[src/ptdxr_pkg.sv]
// constants, field layouts and carrier types of the pll test, prescaler,
// receiver and crystal register slice.
// assumes an 8-bit register port from the serial engine on the same clock.
package ptdxr_pkg;

  localparam int ADDR_W = 8;
  localparam int DATA_W = 8;

  // register offsets
  localparam logic [7:0] TEST_OUTPUT_SELECT_ADDR       = 8'h17;
  localparam logic [7:0] OUTPUT_PRESCALER_SELECT_ADDR  = 8'h18;
  localparam logic [7:0] RESERVED_BLOCK_19_ADDR        = 8'h19;
  localparam logic [7:0] RECEIVER_BANDGAP_CONTROL_ADDR = 8'h1A;
  localparam logic [7:0] CRYSTAL_TUNING_CONTROL_ADDR   = 8'h1B;
  localparam logic [7:0] RESERVED_BLOCK_1C_ADDR        = 8'h1C;
  localparam logic [7:0] RESERVED_BLOCK_1D_ADDR        = 8'h1D;
  localparam logic [7:0] RESERVED_BLOCK_1E_ADDR        = 8'h1E;

  // field positions
  localparam int TEST_EN_BIT      = 3;
  localparam int TEST_SEL_LSB     = 1;
  localparam int TEST_SEL_W       = 2;
  localparam int PRESC_LSB        = 5;
  localparam int PRESC_W          = 3;
  localparam int RX_RESET_BIT     = 7;
  localparam int BANDGAP_LSB      = 2;
  localparam int BANDGAP_W        = 5;
  localparam int BANDGAP_EN_BIT   = 0;
  localparam int CRYSTAL_RESONATOR_INPUT_AUTO_BIT    = 7;
  localparam int CRYSTAL_RESONATOR_INPUT_TUNE_LSB    = 0;
  localparam int CRYSTAL_RESONATOR_INPUT_TUNE_W      = 6;

  // reset values
  localparam logic                   TEST_EN_RST    = 1'b0;
  localparam logic [TEST_SEL_W-1:0]  TEST_SEL_RST   = 2'h0;
  localparam logic [PRESC_W-1:0]     PRESC_RST      = 3'h1;
  localparam logic [BANDGAP_W-1:0]   BANDGAP_RST    = 5'h00;
  localparam logic                   BANDGAP_EN_RST = 1'b0;
  localparam logic                   CRYSTAL_RESONATOR_INPUT_AUTO_RST  = 1'b1;
  localparam logic [CRYSTAL_RESONATOR_INPUT_TUNE_W-1:0] CRYSTAL_RESONATOR_INPUT_TUNE_RST  = 6'h00;

  // prescaler coding
  localparam logic [PRESC_W-1:0] PRESC_INVALID_CODE = 3'h0;
  localparam logic [3:0]         PRESC_RATIO_OFFSET = 4'h4;

  // crystal tuning step in femtofarads, so 0.25 pF
  localparam int CRYSTAL_RESONATOR_INPUT_STEP_FF = 250;

  // receiver reset hold, in clock cycles
  localparam int RX_RESET_CYCLES = 4;
  localparam int RX_CNT_W        = 3;

  typedef enum logic [1:0] {
    PTDXR_SEL_OSC,
    PTDXR_SEL_PUMP_UP_HALF,
    PTDXR_SEL_REF_HALF,
    PTDXR_SEL_FEEDBACK_HALF
  } ptdxr_test_sel_t;

  // observable test sources, all from outside this clock domain
  typedef struct packed {
    logic detector_feedback_half;
    logic detector_ref_half;
    logic pump_up_half;
    logic crystal_osc_output;
  } ptdxr_test_src_t;

  // band gap and crystal settings handed to the analog side
  typedef struct packed {
    logic                   bandgap_auto;
    logic [BANDGAP_W-1:0]   bandgap_code;
    logic                   crystal_resonator_input_auto;
    logic [CRYSTAL_RESONATOR_INPUT_TUNE_W-1:0] crystal_resonator_input_code;
    logic [CRYSTAL_RESONATOR_INPUT_TUNE_W-1:0] crystal_resonator_input_cap_quarter_pf;
  } ptdxr_analog_cfg_t;

endpackage : ptdxr_pkg

[src/ptdxr_regs.sv]
// register slice 0x17..0x1e: lock pin test mux, first output prescaler,
// receiver reset, band gap trim and crystal tuning.
// assumes the serial engine presents one-cycle write and read strobes on
// CLOCK; lock and test sources arrive asynchronous and are synchronised.
`timescale 1ns/1ps
`default_nettype none
module ptdxr_regs
  import ptdxr_pkg::*;
#(
  parameter int RX_HOLD = RX_RESET_CYCLES
) (
  input  wire logic                     CLOCK,
  input  wire logic                     NRST,
  input  wire logic                     REG_WR,
  input  wire logic                     REG_RD,
  input  wire logic [ADDR_W-1:0]        REG_ADDR,
  input  wire logic [DATA_W-1:0]        REG_WDATA,
  output logic      [DATA_W-1:0]        REG_RDATA,
  input  wire logic                     OUTDIV_OVERRIDE,
  input  wire logic [PRESC_W-1:0]       PIN_PRESCALER_CODE,
  input  wire logic                     PLL_LOCKED,
  input  wire ptdxr_test_src_t          TEST_SRC,
  output logic                          LOCK_PIN,
  output logic      [PRESC_W-1:0]       PRESCALER_CODE,
  output logic      [3:0]               PRESCALER_RATIO,
  output logic                          PRESCALER_INVALID,
  output logic                          RX_RESET,
  output var ptdxr_analog_cfg_t         ANALOG_CFG
);

  // reset release
  logic                   rst_meta_r;
  logic                   rst_n;

  // stored fields
  logic                   test_en_r;
  logic [TEST_SEL_W-1:0]  test_sel_r;
  logic [PRESC_W-1:0]     presc_r;
  logic [BANDGAP_W-1:0]   bandgap_r;
  logic                   bandgap_en_r;
  logic                   crystal_resonator_input_auto_r;
  logic [CRYSTAL_RESONATOR_INPUT_TUNE_W-1:0] crystal_resonator_input_tune_r;
  logic [RX_CNT_W-1:0]    rx_cnt_r;
  logic [RX_CNT_W-1:0]    rx_cnt_nxt;
  logic                   rx_reset_r;
  logic                   rx_reset_nxt;

  // synchronised asynchronous inputs
  logic                   locked_s;
  ptdxr_test_src_t        src_s;

  // decode
  wire                    wr_test;
  wire                    wr_presc;
  wire                    wr_rx;
  wire                    wr_crystal_resonator_input;
  wire                    rx_kick;
  wire                    sel_test;
  wire                    sel_presc;
  wire                    sel_rx;
  wire                    sel_crystal_resonator_input;
  wire [DATA_W-1:0]       rd_test;
  wire [DATA_W-1:0]       rd_presc;
  wire [DATA_W-1:0]       rd_rx;
  wire [DATA_W-1:0]       rd_crystal_resonator_input;
  wire [DATA_W-1:0]       rd_mux;
  wire                    test_bit;
  wire                    lock_nxt;
  wire [PRESC_W-1:0]      presc_eff;
  wire                    presc_bad;
  wire [3:0]              ratio_eff;

  // write data fields
  wire                    wd_test_en;
  wire [TEST_SEL_W-1:0]   wd_test_sel;
  wire [PRESC_W-1:0]      wd_presc;
  wire [BANDGAP_W-1:0]    wd_bandgap;
  wire                    wd_bandgap_en;
  wire                    wd_crystal_resonator_input_auto;
  wire [CRYSTAL_RESONATOR_INPUT_TUNE_W-1:0]  wd_crystal_resonator_input_tune;

  // analog next values
  wire                    bg_auto_nxt;
  wire [BANDGAP_W-1:0]    bg_code_nxt;
  wire                    xt_auto_nxt;
  wire [CRYSTAL_RESONATOR_INPUT_TUNE_W-1:0]  xt_code_nxt;
  wire [CRYSTAL_RESONATOR_INPUT_TUNE_W-1:0]  xt_cap_nxt;
  wire ptdxr_analog_cfg_t analog_nxt;

  // reset: async assert, two-flop release
  always_ff @(posedge CLOCK or negedge NRST) begin
    if (!NRST) begin
      rst_meta_r <= 1'b0;
      rst_n      <= 1'b0;
    end else begin
      rst_meta_r <= 1'b1;
      rst_n      <= rst_meta_r;
    end
  end

  ptdxr_sync #(
    .WIDTH   (5),
    .RST_VAL (5'h00)
  ) u_sync (
    .clk   (CLOCK),
    .rst_n (rst_n),
    .d     ({PLL_LOCKED, TEST_SRC}),
    .q     ({locked_s, src_s})
  );

  // write decode
  assign wr_test  = REG_WR && (REG_ADDR == TEST_OUTPUT_SELECT_ADDR);
  assign wr_presc = REG_WR && (REG_ADDR == OUTPUT_PRESCALER_SELECT_ADDR);
  assign wr_rx    = REG_WR && (REG_ADDR == RECEIVER_BANDGAP_CONTROL_ADDR);
  assign wr_crystal_resonator_input  = REG_WR && (REG_ADDR == CRYSTAL_TUNING_CONTROL_ADDR);
  assign rx_kick  = wr_rx && REG_WDATA[RX_RESET_BIT];

  // write data fields
  assign wd_test_en    = REG_WDATA[TEST_EN_BIT];
  assign wd_test_sel   = REG_WDATA[TEST_SEL_LSB +: TEST_SEL_W];
  assign wd_presc      = REG_WDATA[PRESC_LSB +: PRESC_W];
  assign wd_bandgap    = REG_WDATA[BANDGAP_LSB +: BANDGAP_W];
  assign wd_bandgap_en = REG_WDATA[BANDGAP_EN_BIT];
  assign wd_crystal_resonator_input_auto  = REG_WDATA[CRYSTAL_RESONATOR_INPUT_AUTO_BIT];
  // bit 6 is not stored; writers keep it zero
  assign wd_crystal_resonator_input_tune  = REG_WDATA[CRYSTAL_RESONATOR_INPUT_TUNE_LSB +: CRYSTAL_RESONATOR_INPUT_TUNE_W];

  // one flop block per field
  always_ff @(posedge CLOCK or negedge rst_n) begin
    if (!rst_n) begin
      test_en_r <= TEST_EN_RST;
    end else if (wr_test) begin
      test_en_r <= wd_test_en;
    end
  end

  always_ff @(posedge CLOCK or negedge rst_n) begin
    if (!rst_n) begin
      test_sel_r <= TEST_SEL_RST;
    end else if (wr_test) begin
      test_sel_r <= wd_test_sel;
    end
  end

  always_ff @(posedge CLOCK or negedge rst_n) begin
    if (!rst_n) begin
      presc_r <= PRESC_RST;
    end else if (wr_presc) begin
      presc_r <= wd_presc;
    end
  end

  always_ff @(posedge CLOCK or negedge rst_n) begin
    if (!rst_n) begin
      bandgap_r <= BANDGAP_RST;
    end else if (wr_rx) begin
      bandgap_r <= wd_bandgap;
    end
  end

  always_ff @(posedge CLOCK or negedge rst_n) begin
    if (!rst_n) begin
      bandgap_en_r <= BANDGAP_EN_RST;
    end else if (wr_rx) begin
      bandgap_en_r <= wd_bandgap_en;
    end
  end

  always_ff @(posedge CLOCK or negedge rst_n) begin
    if (!rst_n) begin
      crystal_resonator_input_auto_r <= CRYSTAL_RESONATOR_INPUT_AUTO_RST;
    end else if (wr_crystal_resonator_input) begin
      crystal_resonator_input_auto_r <= wd_crystal_resonator_input_auto;
    end
  end

  always_ff @(posedge CLOCK or negedge rst_n) begin
    if (!rst_n) begin
      crystal_resonator_input_tune_r <= CRYSTAL_RESONATOR_INPUT_TUNE_RST;
    end else if (wr_crystal_resonator_input) begin
      crystal_resonator_input_tune_r <= wd_crystal_resonator_input_tune;
    end
  end

  // receiver reset: self-clearing hold of RX_HOLD cycles
  always_comb begin
    rx_cnt_nxt   = rx_cnt_r;
    rx_reset_nxt = rx_reset_r;
    if (rx_kick) begin
      rx_cnt_nxt   = RX_CNT_W'(RX_HOLD - 1);
      rx_reset_nxt = 1'b1;
    end else if (rx_cnt_r != '0) begin
      rx_cnt_nxt   = rx_cnt_r - 1'b1;
    end else begin
      rx_reset_nxt = 1'b0;
    end
  end

  always_ff @(posedge CLOCK or negedge rst_n) begin
    if (!rst_n) begin
      rx_cnt_r <= '0;
    end else begin
      rx_cnt_r <= rx_cnt_nxt;
    end
  end

  always_ff @(posedge CLOCK or negedge rst_n) begin
    if (!rst_n) begin
      rx_reset_r <= 1'b0;
    end else begin
      rx_reset_r <= rx_reset_nxt;
    end
  end

  assign RX_RESET = rx_reset_r;

  // lock pin test mux
  assign test_bit = (test_sel_r == PTDXR_SEL_OSC)          ? src_s.crystal_osc_output :
                    (test_sel_r == PTDXR_SEL_PUMP_UP_HALF) ? src_s.pump_up_half :
                    (test_sel_r == PTDXR_SEL_REF_HALF)     ? src_s.detector_ref_half :
                                                             src_s.detector_feedback_half;
  assign lock_nxt = test_en_r ? test_bit : locked_s;

  always_ff @(posedge CLOCK or negedge rst_n) begin
    if (!rst_n) begin
      LOCK_PIN <= 1'b0;
    end else begin
      LOCK_PIN <= lock_nxt;
    end
  end

  // prescaler selection
  assign presc_eff = OUTDIV_OVERRIDE ? presc_r : PIN_PRESCALER_CODE;
  assign presc_bad = (presc_eff == PRESC_INVALID_CODE);
  assign ratio_eff = presc_bad ? 4'h0 : ({1'b0, presc_eff} + PRESC_RATIO_OFFSET);

  // registered prescaler outputs
  always_ff @(posedge CLOCK or negedge rst_n) begin
    if (!rst_n) begin
      PRESCALER_CODE <= PRESC_RST;
    end else begin
      PRESCALER_CODE <= presc_eff;
    end
  end

  always_ff @(posedge CLOCK or negedge rst_n) begin
    if (!rst_n) begin
      PRESCALER_RATIO <= {1'b0, PRESC_RST} + PRESC_RATIO_OFFSET;
    end else begin
      PRESCALER_RATIO <= ratio_eff;
    end
  end

  always_ff @(posedge CLOCK or negedge rst_n) begin
    if (!rst_n) begin
      PRESCALER_INVALID <= 1'b0;
    end else begin
      PRESCALER_INVALID <= presc_bad;
    end
  end

  // analog settings; a disabled override shows the reset code
  assign bg_auto_nxt = ~bandgap_en_r;
  assign bg_code_nxt = bandgap_en_r ? bandgap_r : BANDGAP_RST;
  assign xt_auto_nxt = crystal_resonator_input_auto_r;
  assign xt_code_nxt = crystal_resonator_input_auto_r ? CRYSTAL_RESONATOR_INPUT_TUNE_RST : crystal_resonator_input_tune_r;
  assign xt_cap_nxt  = ~xt_code_nxt;
  assign analog_nxt  = {bg_auto_nxt, bg_code_nxt, xt_auto_nxt, xt_code_nxt, xt_cap_nxt};

  always_ff @(posedge CLOCK or negedge rst_n) begin
    if (!rst_n) begin
      ANALOG_CFG <= '{bandgap_auto: ~BANDGAP_EN_RST, bandgap_code: BANDGAP_RST,
                      crystal_resonator_input_auto: CRYSTAL_RESONATOR_INPUT_AUTO_RST, crystal_resonator_input_code: CRYSTAL_RESONATOR_INPUT_TUNE_RST,
                      crystal_resonator_input_cap_quarter_pf: ~CRYSTAL_RESONATOR_INPUT_TUNE_RST};
    end else begin
      ANALOG_CFG <= analog_nxt;
    end
  end

  // read path, unused bits and blocks read zero
  assign sel_test  = (REG_ADDR == TEST_OUTPUT_SELECT_ADDR);
  assign sel_presc = (REG_ADDR == OUTPUT_PRESCALER_SELECT_ADDR);
  assign sel_rx    = (REG_ADDR == RECEIVER_BANDGAP_CONTROL_ADDR);
  assign sel_crystal_resonator_input  = (REG_ADDR == CRYSTAL_TUNING_CONTROL_ADDR);
  assign rd_test   = {4'h0, test_en_r, test_sel_r, 1'b0};
  assign rd_presc  = {presc_r, 5'h00};
  assign rd_rx     = {rx_reset_r, bandgap_r, 1'b0, bandgap_en_r};
  assign rd_crystal_resonator_input   = {crystal_resonator_input_auto_r, 1'b0, crystal_resonator_input_tune_r};
  assign rd_mux    = sel_test  ? rd_test  :
                     sel_presc ? rd_presc :
                     sel_rx    ? rd_rx    :
                     sel_crystal_resonator_input  ? rd_crystal_resonator_input  : 8'h00;

  // read data holds until the next read strobe
  always_ff @(posedge CLOCK or negedge rst_n) begin
    if (!rst_n) begin
      REG_RDATA <= 8'h00;
    end else if (REG_RD) begin
      REG_RDATA <= rd_mux;
    end
  end

endmodule : ptdxr_regs
`default_nettype wire

[src/ptdxr_sync.sv]
// two-flop synchroniser bank for levels from another domain.
// assumes the destination clock and an active-low reset.
`timescale 1ns/1ps
`default_nettype none
module ptdxr_sync #(
  parameter int           WIDTH   = 1,
  parameter logic [WIDTH-1:0] RST_VAL = '0
) (
  input  wire logic             clk,
  input  wire logic             rst_n,
  input  wire logic [WIDTH-1:0] d,
  output logic      [WIDTH-1:0] q
);

  logic [WIDTH-1:0] meta_r;

  // meta_r feeds only q
  always_ff @(posedge clk or negedge rst_n) begin
    if (!rst_n) begin
      meta_r <= RST_VAL;
      q      <= RST_VAL;
    end else begin
      meta_r <= d;
      q      <= meta_r;
    end
  end

endmodule : ptdxr_sync
`default_nettype wire

[config.mk]
export PLATFORM = sky130hd
export DESIGN_NAME = ptdxr_regs
export DESIGN_NICKNAME = d
export VERILOG_FILES = /design/src/ptdxr_pkg.sv /design/src/ptdxr_regs.sv /design/src/ptdxr_sync.sv
export SDC_FILE = /design/constraint.sdc
export NUM_CORES = 1
export LEC_CHECK = 0
export ABC_CLOCK_PERIOD_IN_PS = 2800
export BUFFER_PORTS_ARGS = -buffer_cell sky130_fd_sc_hd__buf_2
export CORE_ASPECT_RATIO = 0.9
export CORE_MARGIN = 2
export CORE_UTILIZATION = 40
export CTS_BUF_LIST = sky130_fd_sc_hd__clkbuf_8
export CTS_CLUSTER_DIAMETER = 120
export DETAILED_ROUTE_END_ITERATION = 10
export MAX_ROUTING_LAYER = met4
export PLACE_DENSITY = 0.7
export SLEW_MARGIN = 10
export SYNTH_ARGS = -nofsm -noshare
export SYNTH_HDL_FRONTEND = slang
export SYNTH_SLANG_ARGS = --single-unit
[constraint.sdc]
create_clock -name CLOCK -period 2.8 [get_ports CLOCK]
set_input_delay 0.56 -clock CLOCK [delete_from_list [all_inputs] [get_ports CLOCK]]
set_output_delay 0.56 -clock CLOCK [all_outputs]
set_load 0.02 [all_outputs]
==> results of run 1 <==
==> cell usage after synthesis (3+ instances only) <==
library cell | count | area [um2]
clkbuf_1 | 3 | 11.26
mux2i_1 | 3 | 30.03
mux2_2 | 28 | 315.3
a22oi_1 | 3 | 22.52
nor2_1 | 4 | 15.01
and2_1 | 7 | 43.79
o22ai_1 | 6 | 37.54
nand4_1 | 4 | 25.02
buf_4 | 3 | 22.52
dfrtp_1 | 57 | 1426
inv_1 | 17 | 63.81
nor2b_1 | 3 | 18.77
nand2b_1 | 9 | 56.30
nand2_1 | 7 | 26.28
dfstp_2 | 12 | 315.3
==> worst paths after layout <==
kind	end	slack [ns]	cells after the start
max	bandgap_r[4]	0.88	4
min in group CLOCK	u_sync.meta_r[0]	0.33	1
min	rx_cnt_r[1]	0.21	0
max in group asynchronous	ANALOG_CFG[4]	1.86	1
max reg2reg	LOCK_PIN	1.52	2
min reg2reg	rx_cnt_r[1]	0.21	0
==> sequential cells by signal (all words and copies together), names as in the netlist <==
signal and cells:
PRESCALER_INVALID 1, crystal_resonator_input_auto_r 1, REG_RDATA 8, test_sel_r 2
presc_r 3, u_sync.q 5, RX_RESET 1, bandgap_r 5
PRESCALER_CODE 3, u_sync.meta_r 5, crystal_resonator_input_tune_r 6, rst_meta_r 1
rx_cnt_r 3, LOCK_PIN 1, ANALOG_CFG 19, rst_n 1
bandgap_en_r 1, PRESCALER_RATIO 2, test_en_r 1
==> per-layer routing <==
layer	GRT usage	vias to the layer above	wire length [um]
met5	-	-	0
met4	0.04769	0	82
met3	0.06055	11	328
met2	0.2150	67	2170
met1	0.2103	799	2361
li1	-	808	-
==> per-stage QoR <==
step / total power, uW / hold slack, ns / std cells / util
2_1_floorplan: 1296 / 0.2644 / 191 / -
3_3_place_gp: 1369 / 0.2227 / 342 / 0.4760
3_5_place_dp: 1379 / 0.2266 / 342 / 0.4760
4_1_cts: 2303 / 0.2292 / 359 / 0.5134
6_report: 2274 / 0.2108 / 359 / 0.5134
5_1_grt: 2382 / 0.2606 / 359 / 0.5134
==> cell families after synthesis <==
| logic type | after synthesis | synth area share |
|---|---|---|
| other | 1 | 0.001400 |
| DFF | 69 | 0.6502 |
| muxes | 32 | 0.1373 |
| AOI/OAI and AO/OA | 15 | 0.03783 |
| and+or+nand+nor | 47 | 0.1224 |
| adders and majority gates | 2 | 0.009340 |
| buffers and inverters | 24 | 0.03830 |
| xor gates and xnor gates | 1 | 0.003270 |
==> where the power goes <==
group	switching [uW]	internal, uW
registers	38.5	1070
logic	136	116
clock network	367	549
total	542	1730
==> layout make-up <==
type | count | area, um2
inverters | 17 | 63.81
fillers | 602 | 3171
repair buffers | 69 | 357.8
multi-input cells | 98 | 834.6
clock buffers | 11 | 151.4
well taps | 90 | 112.6
clock inverters | 5 | 82.58
flip-flops and latches | 69 | 1743
==> flow_metrics.tcl, run 1 <==
set metrics [dict create \
    critPathBufInv 1 \
    critPathSlowestCell "or4b_4" \
    first_pass_iters 4 \
    clk-insertion-delay-late_ns 0.34 \
    root_buffer "clkbuf_8" \
    die-area_um2 7368 \
    ctsHoldBuffers 1 \
    grt_max_degree 26 \
    drtAntennaViolNets 0 \
    fmax_mhz 521.7 \
    final.setup.worst_slack_ns 0.8833 \
    final_max_slew_viol_count 0 \
    routedWlPerCell_um 13.77 \
    io_pins 66 \
    r2r-start "test_sel_r[0]" \
    critPathKind "in2reg" \
    slew_headroom 0.6394 \
    powerDensity_nw_per_um2 679.7 \
    final_area_um2 3346 \
    peakVddDrop_mv 0.4957 \
    drc_errors 0 \
    clk_pin_slew_ns 0.07 \
    min_path_type "reg2async" \
    drive_above_1_share 0.4833 \
    via_per_inst 4.694 \
    rsz0062_at_grt "no" \
    mostFrequentLayoutCells "buf_2, dfrtp_1, mux2_2, inv_1, dfstp_2" \
    drv_cap 0 \
    netlist_area_um2 2679 \
    ys_warn_count 0 \
    fin_crit_sh 0.6845 \
    antenna-diode-count 0 \
    core_um2 6516 \
    ys_seq_area_frac 0.6502 \
    die_h_um 81.64 \
    synth_edf_count 0 \
    async_reset_ff_frac 1.000 \
    cts_setup_buffers 0 \
    ys_types 33 \
    preCtsSetupSlack_ns 0.5325 \
    syn-num-nets 222 \
    numCtsBuffers 9 \
    endpoint_kind "flip-flop" \
    drt_iter0_markers 86 \
    gp_congestion 0.7838 \
    grt_pass1_vias 1678 \
    ys_ff_latch 69 \
    finalSetupTns_ns 0 \
    antenna_found_initial 0 \
    portBuffers 65 \
    critPathMaxFanout 7 \
    slowest_delay_ns 0.57 \
    start_util 0.4111 \
    finClkSkew_ns 0.007532 \
    synth_ff_type "dfrtp_1" \
    post-route-min-period_ns 1.917 \
    area_growth_pct 24.89 \
    crit_path_cell_trace "buf_2 -> or4b_4 -> nor4_4 -> mux2_2" \
    htreeDepth 3 \
    layout_commonest_cell "buf_2" \
    place_area_um2 3102 \
    startpoint_type "primary input" \
    clockBufferDepth 2 \
    layout.nets 295 \
    grt.overflow.total 0 \
    setup_viol 0 \
    hold_viol 0 \
    status "finished clean" \
    worst_ep_arrival_time_ns 2.14 \
    die_w_um 90.26 \
    cp_top_family "simple AND/OR/NAND/NOR gates" \
    p_leak_uw 0.001662 \
    track_usage 0.1547 \
    cp.required_ns 3.02 \
    dp_hpwl_um 3628 \
    grt_first_pass_wirelength_um 8273 \
    syn_area_per_cell_um2 14.03 \
    tightestPinTransition_ns 0.5369 \
    cts_tree "done" \
    rows 28 \
    post_cts_resized 0 \
    vias 1685 \
    cts_sinks 69 \
    synth_cells 191 \
    cp-startpoint "REG_ADDR[7]" \
    routed_wl_um 4942 \
]
Power figures use the tool's default switching activity.
==> run 2: changes to the inputs <==
- ABC_CLOCK_PERIOD_IN_PS: 2800 -> 1700
- PLACE_DENSITY: 0.7 -> 0.72
- clock period: 2.8 -> 1.7 ns (I/O delays scaled with it)
==> flow_metrics.tcl, run 2 (same netlist as run 1, synthesis figures left out) <==
set metrics [dict create \
    status "finished clean" \
    combPwrFrac 0.123 \
    reg.largest.list "ANALOG_CFG (19), REG_RDATA (8), crystal_resonator_input_tune_r (6)" \
    grt_max_degree 29 \
    power_uw 3637 \
    final_area_um2 3415 \
    via_per_inst 4.675 \
    seq_power_share 0.501 \
    place_area_um2 3198 \
    grt_first_pass_wirelength_um 8728 \
    drt_iter0_markers 39 \
    p_leak_uw 0.001719 \
    grt_pass1_vias 1769 \
    preCtsSetupSlack_ns -0.2377 \
    die-area_um2 7368 \
    vias 1725 \
    cts_setup_buffers 0 \
    worst_ep_arrival_time_ns 1.79 \
    rsz0062_at_grt "no" \
    drc_errors 0 \
    pwr-share-clk 0.376 \
    setup_viol 0 \
    die_h_um 81.64 \
    die_w_um 90.26 \
    dr.max_layer_used "met4" \
    layout_commonest_cell "buf_2" \
    endpoint_kind "flip-flop" \
    sw_frac_of_total 0.2594 \
    holdWs_ns 0.09250 \
    crit_path_cell_trace "buf_2 -> or4b_4 -> nor4_4 -> buf_4 -> mux2_2" \
    portBuffers 65 \
    power_switching_uw 943.3 \
    rows 28 \
    cp_top_family "simple AND/OR/NAND/NOR gates" \
    routedWlPerCell_um 14.59 \
    start_util 0.4111 \
    met1_length_um 2476 \
    post-route-min-period_ns 1.556 \
    drv_cap 0 \
    critPathBufInv 2 \
    routed_wl_um 5385 \
    final.setup.worst_slack_ns 0.1441 \
    powerDensity_nw_per_um2 1065 \
    post_cts_resized 0 \
    io_pins 66 \
    wl_met2_um 2543 \
    htreeDepth 3 \
    antenna-diode-count 0 \
    regMostFlops "ANALOG_CFG" \
    drtAntennaViolNets 0 \
    clk_pin_slew_ns 0.07 \
    startpoint_type "primary input" \
    cp.required_ns 1.94 \
    root_buffer "clkbuf_8" \
    fin_crit_sh 0.9152 \
    core_um2 6516 \
    first_pass_iters 4 \
    peakVddDrop_mv 0.6549 \
    cts_sinks 69 \
    grt.overflow.total 0 \
    mostFrequentLayoutCells "buf_2, dfrtp_1, mux2_2, inv_1" \
    critPathKind "in2reg" \
    finClkSkew_ns 0.009648 \
    numCtsBuffers 9 \
    rrSetupSlack_ns 0.41 \
    hold_viol 0 \
    gp_congestion 0.7655 \
    wl_met3_um 306 \
    intPower_uw 2693 \
    largest_register_ffs 19 \
    slowest_delay_ns 0.58 \
    layout.nets 305 \
    cts_tree "done" \
    critPathSlowestCell "or4b_4" \
    clk-insertion-delay-late_ns 0.35 \
    track_usage 0.1646 \
    min_path_type "in2reg" \
    area_growth_pct 27.46 \
    drive_above_1_share 0.5018 \
    fmax_mhz 642.7 \
    antenna_found_initial 0 \
    dp_hpwl_um 3946 \
    clockBufferDepth 2 \
    final_max_slew_viol_count 0 \
    critPathMaxFanout 7 \
]
## run 2: path summary, 6_finish.rpt
check / start / to / depth (start not counted)
max: REG_ADDR[7] / bandgap_r[1] / 5
min: TEST_SRC[1] / u_sync.meta_r[1] / 1
max reg2reg: test_sel_r[0] / LOCK_PIN / 2
min reg2reg: rst_n / PRESCALER_CODE[2] / 0
max in group asynchronous: rst_n / ANALOG_CFG[12] / 1
min in group asynchronous: rst_n / PRESCALER_CODE[2] / 0
## run 2: cell type report
cell class / instances / area [um2]
clock inverter: 6 / 68.82
tap: 90 / 112.6
fill: 595 / 3102
timing repair buffer: 79 / 445.4
clock buffer: 10 / 137.6
sequential: 69 / 1743
multi-input combinational: 98 / 843.3
inverter: 17 / 63.81
## run 2: metal layers
layer  vias to the layer above  track usage
met2                        61       0.2602
met1                       836       0.2030
met4                         0      0.06000
li1                        821            -
met3                         7      0.05138
met5                         -            -
## run 2: stage by stage
stage | utilization | TNS [ns] | cells
6_report | 0.5240 | 0 | 369
3_3_place_gp | 0.4908 | -1.632 | 352
5_1_grt | 0.5240 | 0 | 369
4_1_cts | 0.5240 | 0 | 369
2_1_floorplan | - | -0.4947 | 191
3_5_place_dp | 0.4908 | -1.921 | 352
## run 2: power groups by stage
stage,registers [uW],logic [uW],clock network (uW)
floorplan,1890,248,0
global placement,1850,429,0
detailed placement,1850,446,0
CTS,1820,457,1410
global route,1830,508,1470
finish,1820,449,1370
## run 2: timing repair
action | in CTS | in global routing
hold endpoints to repair | 2 | 0
setup endpoints to repair | 0 | 0
hold buffers | 1 | 0
